==> src/design/lsd_pkg.sv <==
// Constants, register map and field layout of the LED sink dimming control
// Assumes an 8-bit register port and a 10 MHz system clock
package lsd_pkg;

   // ----------------------------------------------------------------
   // Widths and counts
   // ----------------------------------------------------------------
   localparam int REG_W         = 8;
   localparam int NUM_SINKS     = 8;
   localparam int NUM_BOUNDS    = 4;
   localparam int NUM_ZONES     = 5;
   localparam int ZONE_W        = 3;
   localparam int A_CODE_W      = 7;
   localparam int BC_CODE_W     = 3;
   localparam int BC_LVL_W      = 4;
   localparam int LVL_MIN_W     = 12;
   localparam int STAT_W        = 2;

   // ----------------------------------------------------------------
   // Register offsets
   // ----------------------------------------------------------------
   localparam logic [7:0] ADDR_DIODE_EN = 8'h10;
   localparam logic [7:0] ADDR_CONFIG   = 8'h20;
   localparam logic [7:0] ADDR_ZONE_RB  = 8'h40;
   localparam logic [7:0] ADDR_BOUND0   = 8'h60;
   localparam logic [7:0] ADDR_BRIGHT0  = 8'h70;
   localparam logic [7:0] ADDR_GRP_A    = 8'ha0;
   localparam logic [7:0] ADDR_GRP_B    = 8'hb0;
   localparam logic [7:0] ADDR_GRP_C    = 8'hc0;
   localparam logic [7:0] ADDR_INT_STAT = 8'he0;
   localparam logic [7:0] ADDR_INT_MASK = 8'he1;

   // ----------------------------------------------------------------
   // Reset values
   // ----------------------------------------------------------------
   localparam logic [7:0] RST_DIODE_EN  = 8'h00;
   localparam logic [7:0] RST_CONFIG    = 8'h00;
   localparam logic [7:0] RST_GRP_A     = 8'h80;
   localparam logic [7:0] RST_GRP_B     = 8'hc0;
   localparam logic [7:0] RST_GRP_C     = 8'hf8;
   localparam logic [3:0] ZONE_RB_TOP   = 4'hf;
   localparam logic [NUM_BOUNDS-1:0][7:0] RST_BOUND =
      {8'hcc, 8'h99, 8'h66, 8'h33};
   localparam logic [NUM_ZONES-1:0][7:0] RST_BRIGHT =
      {8'hff, 8'he6, 8'hcc, 8'hb6, 8'h99};

   // ----------------------------------------------------------------
   // Field positions
   // ----------------------------------------------------------------
   localparam int CFG_CHIP_EN     = 0;
   localparam int CFG_PWM_HONOUR  = 1;
   localparam int CFG_PWM_ACT_LOW = 2;
   localparam int CFG_AMB_EN      = 3;
   localparam int ST_ZONE         = 0;
   localparam int ST_GAIN         = 1;

   // ----------------------------------------------------------------
   // Timing
   // ----------------------------------------------------------------
   localparam int CLK_PERIOD_NS = 100;
   localparam int PULSE_MIN_NS  = 15000;
   localparam int PULSE_MIN_CYC = (PULSE_MIN_NS + CLK_PERIOD_NS - 1) / CLK_PERIOD_NS;

endpackage

==> src/design/lsd_zone_cmp.sv <==
// Ambient zone comparator: counts trip points below the ambient level
// Assumes trip points are programmed in ascending order
`timescale 1ns/1ns
module lsd_zone_cmp (
   input  wire logic [lsd_pkg::REG_W-1:0]                      level,
   input  wire logic [lsd_pkg::NUM_BOUNDS-1:0][lsd_pkg::REG_W-1:0] bounds,
   output logic      [lsd_pkg::ZONE_W-1:0]                     zone
);
   import lsd_pkg::*;

   // ----------------------------------------------------------------
   // Zone count
   // ----------------------------------------------------------------
   function automatic logic [ZONE_W-1:0] countAbove(
      input logic [REG_W-1:0]                  lvl,
      input logic [NUM_BOUNDS-1:0][REG_W-1:0]  b
   );
      logic [ZONE_W-1:0] n;
      n = '0;
      for (int i = 0; i < NUM_BOUNDS; i++) begin
         if (lvl > b[i]) begin
            n = n + 3'h1;
         end
      end
      return n;
   endfunction

   // Four trip points give zones 0 to 4, one per brightness setting
   always_comb begin
      zone = countAbove(level, bounds);
   end

endmodule

==> src/design/lsd_core.sv <==
// Control core of the LED sink dimming driver: registers, dimming gate,
// ambient zones, pump gain choice and interrupt
// Assumes register strobes and all inputs are synchronous to sys_clk
//
// Local design decisions: the register offsets and strobed register access.
`timescale 1ns/1ns
module lsd_core #(
   parameter int LVL_W = 12
) (
   input  wire logic                         sys_clk,
   input  wire logic                         nrst,
   input  wire logic                         hardwareEnablePin,
   input  wire logic [7:0]                   regAddr,
   input  wire logic [lsd_pkg::REG_W-1:0]    regWdata,
   input  wire logic                         regWr,
   input  wire logic                         regRd,
   output logic      [lsd_pkg::REG_W-1:0]    regRdata,
   input  wire logic [lsd_pkg::REG_W-1:0]    ambientLightInput,
   input  wire logic                         contentDrivenDimmingIn,
   input  wire logic [lsd_pkg::NUM_SINKS-1:0] headroomLow,
   output logic      [lsd_pkg::NUM_SINKS-1:0] sinkEnable,
   output logic      [LVL_W-1:0]             primaryLevel,
   output logic      [lsd_pkg::BC_LVL_W-1:0] secondLevel,
   output logic      [lsd_pkg::BC_LVL_W-1:0] thirdLevel,
   output logic      [lsd_pkg::ZONE_W-1:0]   ambientZone,
   output logic                              pumpGainHigh,
   output logic                              ambientIntOut,
   output logic                              ambientIntOe,
   output logic                              irq
);
   import lsd_pkg::*;

   // ----------------------------------------------------------------
   // Elaboration check
   // ----------------------------------------------------------------
   generate
      if (LVL_W < LVL_MIN_W) begin : g_bad_width
         $error("LVL_W too narrow for the exponential level");
      end
   endgenerate

   // ----------------------------------------------------------------
   // Functions
   // ----------------------------------------------------------------
   function automatic logic hit(
      input logic       strobe,
      input logic [7:0] a,
      input logic [7:0] target
   );
      return strobe && (a == target);
   endfunction

   // Four-bit mantissa below a leading one, shifted by a three-bit exponent
   function automatic logic [LVL_W-1:0] expLevel(
      input logic [A_CODE_W-1:0] code
   );
      logic [LVL_W-1:0] m;
      m = {{(LVL_W-5){1'b0}}, 1'b1, code[3:0]};
      return m << code[A_CODE_W-1:4];
   endfunction

   function automatic logic [BC_LVL_W-1:0] linLevel(
      input logic [BC_CODE_W-1:0] code
   );
      return {1'b0, code} + 4'h1;
   endfunction

   // ----------------------------------------------------------------
   // State
   // ----------------------------------------------------------------
   logic                                  clrAll;
   logic [REG_W-1:0]                      diodeEn_reg;
   logic [REG_W-1:0]                      config_reg;
   logic [REG_W-1:0]                      grpA_reg;
   logic [REG_W-1:0]                      grpB_reg;
   logic [REG_W-1:0]                      grpC_reg;
   logic [STAT_W-1:0]                     intMask_reg;
   logic [STAT_W-1:0]                     intStat_reg;
   logic [STAT_W-1:0]                     intStat_next;
   logic [NUM_BOUNDS-1:0][REG_W-1:0]      bound_reg;
   logic [NUM_ZONES-1:0][REG_W-1:0]       bright_reg;
   logic [ZONE_W-1:0]                     zoneNow;
   logic [ZONE_W-1:0]                     zone_reg;
   logic                                  zoneChange;
   logic                                  rdZone;
   logic                                  headWatch;
   logic                                  gain_next;
   logic                                  gainUp;
   logic                                  sinkGate;
   logic [A_CODE_W-1:0]                   primaryCode;
   logic [REG_W-1:0]                      rdMux;

   // Enable pin low acts as a second synchronous reset
   assign clrAll = !nrst || !hardwareEnablePin;

   // ----------------------------------------------------------------
   // Control registers
   // ----------------------------------------------------------------
   always_ff @(posedge sys_clk) begin
      if (clrAll) begin
         diodeEn_reg <= RST_DIODE_EN;
         config_reg  <= RST_CONFIG;
         grpA_reg    <= RST_GRP_A;
         grpB_reg    <= RST_GRP_B;
         grpC_reg    <= RST_GRP_C;
         intMask_reg <= '0;
      end else begin
         if (hit(regWr, regAddr, ADDR_DIODE_EN)) begin
            diodeEn_reg <= regWdata;
         end
         if (hit(regWr, regAddr, ADDR_CONFIG)) begin
            config_reg <= regWdata;
         end
         if (hit(regWr, regAddr, ADDR_GRP_A)) begin
            grpA_reg <= regWdata;
         end
         if (hit(regWr, regAddr, ADDR_GRP_B)) begin
            grpB_reg <= regWdata;
         end
         if (hit(regWr, regAddr, ADDR_GRP_C)) begin
            grpC_reg <= regWdata;
         end
         if (hit(regWr, regAddr, ADDR_INT_MASK)) begin
            intMask_reg <= regWdata[STAT_W-1:0];
         end
      end
   end

   // ----------------------------------------------------------------
   // Trip points and zone brightness codes
   // ----------------------------------------------------------------
   always_ff @(posedge sys_clk) begin
      if (clrAll) begin
         bound_reg  <= RST_BOUND;
         bright_reg <= RST_BRIGHT;
      end else begin
         for (int i = 0; i < NUM_BOUNDS; i++) begin
            if (hit(regWr, regAddr, ADDR_BOUND0 + 8'(i))) begin
               bound_reg[i] <= regWdata;
            end
         end
         for (int i = 0; i < NUM_ZONES; i++) begin
            if (hit(regWr, regAddr, ADDR_BRIGHT0 + 8'(i))) begin
               bright_reg[i] <= regWdata;
            end
         end
      end
   end

   // ----------------------------------------------------------------
   // Ambient zone tracking
   // ----------------------------------------------------------------
   lsd_zone_cmp u_zone (
      .level  (ambientLightInput),
      .bounds (bound_reg),
      .zone   (zoneNow)
   );

   assign zoneChange = config_reg[CFG_AMB_EN] && (zoneNow != zone_reg);
   assign rdZone     = hit(regRd, regAddr, ADDR_ZONE_RB);

   always_ff @(posedge sys_clk) begin
      if (clrAll) begin
         zone_reg <= '0;
      end else begin
         zone_reg <= zoneNow;
      end
   end

   // ----------------------------------------------------------------
   // Pump gain
   // ----------------------------------------------------------------
   // Only sinks that are currently driven are watched
   assign headWatch = |(headroomLow & sinkEnable);

   always_comb begin
      gain_next = pumpGainHigh;
      if (regWr) begin
         gain_next = headWatch;
      end else if (headWatch) begin
         gain_next = 1'b1;
      end
   end

   assign gainUp = !pumpGainHigh && gain_next;

   always_ff @(posedge sys_clk) begin
      if (clrAll) begin
         pumpGainHigh <= 1'b0;
      end else begin
         pumpGainHigh <= gain_next;
      end
   end

   // ----------------------------------------------------------------
   // Interrupt status
   // ----------------------------------------------------------------
   // New events win over a clear in the same cycle
   always_comb begin
      intStat_next = intStat_reg;
      if (hit(regWr, regAddr, ADDR_INT_STAT)) begin
         intStat_next = intStat_next & ~regWdata[STAT_W-1:0];
      end
      if (rdZone) begin
         intStat_next[ST_ZONE] = 1'b0;
      end
      if (zoneChange) begin
         intStat_next[ST_ZONE] = 1'b1;
      end
      if (gainUp) begin
         intStat_next[ST_GAIN] = 1'b1;
      end
   end

   always_ff @(posedge sys_clk) begin
      if (clrAll) begin
         intStat_reg   <= '0;
         irq           <= 1'b0;
         ambientIntOe  <= 1'b0;
         ambientIntOut <= 1'b0;
      end else begin
         intStat_reg   <= intStat_next;
         irq           <= |(intStat_reg & intMask_reg);
         ambientIntOe  <= intStat_reg[ST_ZONE];
         ambientIntOut <= 1'b0;
      end
   end

   // ----------------------------------------------------------------
   // Sink outputs
   // ----------------------------------------------------------------
   // Ignored input leaves the gate open; otherwise follow active phase
   assign sinkGate = !config_reg[CFG_PWM_HONOUR] ||
      (contentDrivenDimmingIn ^ config_reg[CFG_PWM_ACT_LOW]);

   // Ambient mode takes the zone code, otherwise the host code
   assign primaryCode = config_reg[CFG_AMB_EN] ?
      bright_reg[zone_reg][A_CODE_W-1:0] : grpA_reg[A_CODE_W-1:0];

   always_ff @(posedge sys_clk) begin
      if (clrAll) begin
         sinkEnable   <= '0;
         primaryLevel <= '0;
         secondLevel  <= '0;
         thirdLevel   <= '0;
         ambientZone  <= '0;
      end else begin
         sinkEnable   <= (config_reg[CFG_CHIP_EN] && sinkGate) ? diodeEn_reg : '0;
         primaryLevel <= expLevel(primaryCode);
         secondLevel  <= linLevel(grpB_reg[BC_CODE_W-1:0]);
         thirdLevel   <= linLevel(grpC_reg[BC_CODE_W-1:0]);
         ambientZone  <= zone_reg;
      end
   end

   // ----------------------------------------------------------------
   // Read port
   // ----------------------------------------------------------------
   always_comb begin
      rdMux = '0;
      case (regAddr)
         ADDR_DIODE_EN: rdMux = diodeEn_reg;
         ADDR_CONFIG:   rdMux = config_reg;
         ADDR_ZONE_RB:  rdMux = {ZONE_RB_TOP, 1'b0, zone_reg};
         ADDR_GRP_A:    rdMux = grpA_reg;
         ADDR_GRP_B:    rdMux = grpB_reg;
         ADDR_GRP_C:    rdMux = grpC_reg;
         ADDR_INT_STAT: rdMux = {{(REG_W-STAT_W){1'b0}}, intStat_reg};
         ADDR_INT_MASK: rdMux = {{(REG_W-STAT_W){1'b0}}, intMask_reg};
         default: begin
            for (int i = 0; i < NUM_BOUNDS; i++) begin
               if (regAddr == ADDR_BOUND0 + 8'(i)) begin
                  rdMux = bound_reg[i];
               end
            end
            for (int i = 0; i < NUM_ZONES; i++) begin
               if (regAddr == ADDR_BRIGHT0 + 8'(i)) begin
                  rdMux = bright_reg[i];
               end
            end
         end
      endcase
   end

   // Data stand only in the cycle after the read strobe
   always_ff @(posedge sys_clk) begin
      if (clrAll) begin
         regRdata <= '0;
      end else begin
         regRdata <= regRd ? rdMux : '0;
      end
   end
endmodule

==> config.mk <==
export PLATFORM = sky130hd
export DESIGN_NAME = lsd_core
export DESIGN_NICKNAME = d
export VERILOG_FILES = /design/src/design/lsd_pkg.sv /design/src/design/lsd_zone_cmp.sv /design/src/design/lsd_core.sv
export SDC_FILE = /design/constraint.sdc
export NUM_CORES = 1
export LEC_CHECK = 0
export ABC_AREA = 1
export ABC_CLOCK_PERIOD_IN_PS = 3500
export BUFFER_PORTS_ARGS = -buffer_cell sky130_fd_sc_hd__clkbuf_2
export CORE_ASPECT_RATIO = 1.4
export CORE_MARGIN = 2
export CORE_UTILIZATION = 55
export DETAILED_ROUTE_END_ITERATION = 16
export GPL_ROUTABILITY_DRIVEN = 0
export MAX_ROUTING_LAYER = met4
export PLACE_DENSITY = 0.75
export SLEW_MARGIN = 20
export SYNTH_ARGS = -nofsm -noshare
export SYNTH_HDL_FRONTEND = slang
export SYNTH_SLANG_ARGS = --single-unit
==> constraint.sdc <==
create_clock -name sys_clk -period 3.5 [get_ports sys_clk]
set_input_delay 0.175 -clock sys_clk [delete_from_list [all_inputs] [get_ports sys_clk]]
set_output_delay 0.175 -clock sys_clk [all_outputs]
set_load 0.02 [all_outputs]
==> results.sh <==
export IMPL_status="completed"
export IMPL_dr_wl_met3_microns=1690
export IMPL_cp_start_kind="register"
export IMPL_cts_setup_buffers=0
export IMPL_clkLatencyLatePin_ns=0.44
export IMPL_cts_buffers=17
export IMPL_r2r_cells=19
export IMPL_setup_violations=0
export IMPL_min_period_over_period=0.853
export IMPL_cts_root_buf="clkbuf_16"
export IMPL_reg2reg_from="bound_reg[11]"
export IMPL_powerDensity_nw_per_um2=448
export IMPL_drtAntennaViolNets=0
export IMPL_required_ns=3.79
export IMPL_cp_data_arrival_time_ns=3.28
export IMPL_synth_edf_count=0
export IMPL_cts_sinks=161
export IMPL_routed_wl_microns=23100
export IMPL_synth_area_sq_um=7920
export IMPL_antenna_found_initial=0
export IMPL_die_area_sq_um=15400
export IMPL_synth_top_area_frac=0.407
export IMPL_synthDistinctLibCells=48
export IMPL_ys_seq_area_frac=0.407
export IMPL_tightestPinTransition_ns=0.881
export IMPL_cpPeakStageDelay_ns=0.35
export IMPL_startpoint="bound_reg[11]"
export IMPL_ys_ff_latch=161
export IMPL_worst_path_most_repeated_cell="nand2_1"
export IMPL_hold_violations=0
export IMPL_leakage_nw=4.18
export IMPL_syn_nets=1150
export IMPL_critical_path_cell_count=19
export IMPL_via_count=7498
export IMPL_clk_pin_slew_ns=0.07
export IMPL_vdd_drop_max_v=0.000230
export IMPL_first_global_vias=6932
export IMPL_largest_reg_flops=40
export IMPL_htree_levels=4
export IMPL_crit_family="adder cells"
export IMPL_grt_max_degree=43
export IMPL_hp_class="in -> reg"
export IMPL_fin_nets=1215
export IMPL_fin_skew_ns=0.0168
export IMPL_synth_cells=1075
export IMPL_setup_tns_ns=0
export IMPL_diodes=0
export IMPL_path_class="reg -> reg"
export IMPL_via_per_inst=5.60
export IMPL_reg2reg_to="intStat_reg[0]"
export IMPL_yosysMostFrequentCell="nand2_1"
export IMPL_cp_max_fo=3
export IMPL_rrSetupSlack_ns=0.52
export IMPL_worstPathBufferInverterCount=3
export IMPL_die_width_microns=105
export IMPL_fin_crit_ns=2.98
export IMPL_port_buffers=79
export IMPL_met2_wirelength_microns=11100
export IMPL_cts_resized=0
export IMPL_placementRows=51
export IMPL_total_power_w=0.00403
export IMPL_maxCapViolations=0
export IMPL_drive_above_1_share=0.163
export IMPL_start_util=0.567
export IMPL_rsz0062_at_grt="no"
export IMPL_drt_initial_drc_count=697
export IMPL_max_slew_margin=0.412
export IMPL_async_flop_share=0
export IMPL_cts_tree="done"
export IMPL_synthTopCellsByCount="nand2_1 (209), dfxtp_1 (161), inv_1 (123), a21oi_1 (105), o21ai_0 (85)"
export IMPL_routed_top_layer="met4"
export IMPL_endpoint_kind="register"
export IMPL_hpwl_microns=17100
export IMPL_ioPinCount=81
export IMPL_synthToLayoutAreaGrowth_pct=13.6
export IMPL_endpoint="intStat_reg[0]"
export IMPL_grt_first_pass_wirelength_microns=36400
export IMPL_worstHoldStart="regWdata[7]"
export IMPL_clock_fmax_mhz=335
export IMPL_drt_first_pass_iters=6
export IMPL_synth_area_per_cell_sq_um=7.37
export IMPL_critPathSlowestCell="dfxtp_1"
export IMPL_postCtsHoldBufs=0
export IMPL_grtUsageTotal=0.312
export IMPL_yosys_top_cells_area="dfxtp_1 (41%), nand2_1 (9.9%), a21oi_1 (6.6%)"
export IMPL_drc=0
export IMPL_wl_met1_microns=9160
export IMPL_cp_cell_sequence="inv_1, ha_1, nand2_1, o21ai_0, nand2_1, a32oi_1, ha_1, inv_1, nand2_1, nand2_1, inv_1, ha_1, or2_2, nand3_1, nand2_1, nor2_1, nand2_1, nand2_1, a21oi_1"
export IMPL_ys_flop_type="dfxtp_1"
export IMPL_die_height_microns=146
export IMPL_synth_largest_area_cell="dfxtp_1"
export IMPL_clock_path_buffers=2
export IMPL_grt_overflow=0
export IMPL_routedWlPerCell_microns=17.3
export IMPL_finalMaxSlewViolations=0
export IMPL_core_area_sq_um=14000
export IMPL_fillerInstances=1300
export IMPL_ys_warn_count=0
-- through the flow --
| step | cell area [sq um] | utilization | worst slack [ns] | std cells | hold WS, ns |
|---|---|---|---|---|---|
| after floorplan | 7920 | - | 0.906 | 1075 | 0.301 |
| after global placement | 8390 | 0.601 | 0.625 | 1306 | 0.443 |
| after detailed placement | 8390 | 0.601 | 0.581 | 1306 | 0.452 |
| after CTS | 9000 | 0.644 | 0.552 | 1338 | 0.0857 |
| after global routing | 9000 | 0.644 | 0.304 | 1338 | 0.100 |
| final | 9000 | 0.644 | 0.516 | 1338 | 0.0825 |
-- tightest hold or removal path: cells and delay by family --
family	cells	cell delay [ns]
AO/OA/AOI/OAI	1	0.07
buffers and inverters	1	0.16
AND/OR/NAND/NOR	1	0.07
-- report_power, final --
part | switching (W) | internal (W) | total (W)
clock | 0.000803 | 0.00110 | 0.00190
sequential | 0.00000790 | 0.00184 | 0.00185
combinational | 0.000200 | 0.0000788 | 0.000279
total | 0.00101 | 0.00302 | 0.00403
-- routing by layer --
layer,GRT usage,vias up
met4,0.164,0
met1,0.374,3354
li1,-,3703
met2,0.502,367
met5,-,-
met3,0.0470,74
-- worst min-delay path by stage --
stage / to / slack [ns] / cells after the start
after detailed placement: secondLevel[0] / 0.45 / 1
after global placement: grpB_reg[5] / 0.44 / 2
after global routing: bound_reg[31] / 0.10 / 3
after CTS: grpC_reg[7] / 0.09 / 3
final: grpC_reg[7] / 0.08 / 3
after floorplan: bound_reg[10] / 0.30 / 2
-- layout by cell type (no fill, tap or decap), drive strengths merged --
cell type	n
dfxtp	161
clkbuf	98
a32oi	2
a221oi	1
nor3	9
clkinv	7
nand3b	2
o21ai	129
o2111ai	5
conb	1
buf	5
and2	1
a22o	2
bufinv	2
xnor2	2
o22ai	12
nor4	2
o2bb2ai	1
and3	1
ha	37
a31oi	5
a21o	2
nor2	90
o221ai	1
a21oi	110
or2	1
nand2	216
nand3	40
clkinvlp	3
o211ai	25
nand4	18
a211oi	5
inv	156
xor2	1
-- logic make-up (layout without fill, tap and decap cells) --
logic type | count (synthesis) | in the layout | synth area share
simple gates | 380 | 380 | 0.220
buf+inv | 193 | 271 | 0.0979
fa+ha+maj | 37 | 37 | 0.0584
other cells | 1 | 1 | 0.000473
xor+xnor | 3 | 3 | 0.00332
compound gates | 300 | 300 | 0.213
flops | 161 | 161 | 0.407
-- final cells by class --
| class | instances | area, sq um | area share |
|---|---|---|---|
| Clock buffer | 19 | 453 | 0.0503 |
| Clock inverter | 13 | 149 | 0.0166 |
| Tap cell | 185 | 231 | 0.0257 |
| Timing Repair Buffer | 84 | 433 | 0.0481 |
| Sequential cell | 161 | 3220 | 0.358 |
| Inverter | 155 | 584 | 0.0650 |
| Multi-Input combinational cell | 721 | 3920 | 0.436 |
(Power assumes the default switching activity.)
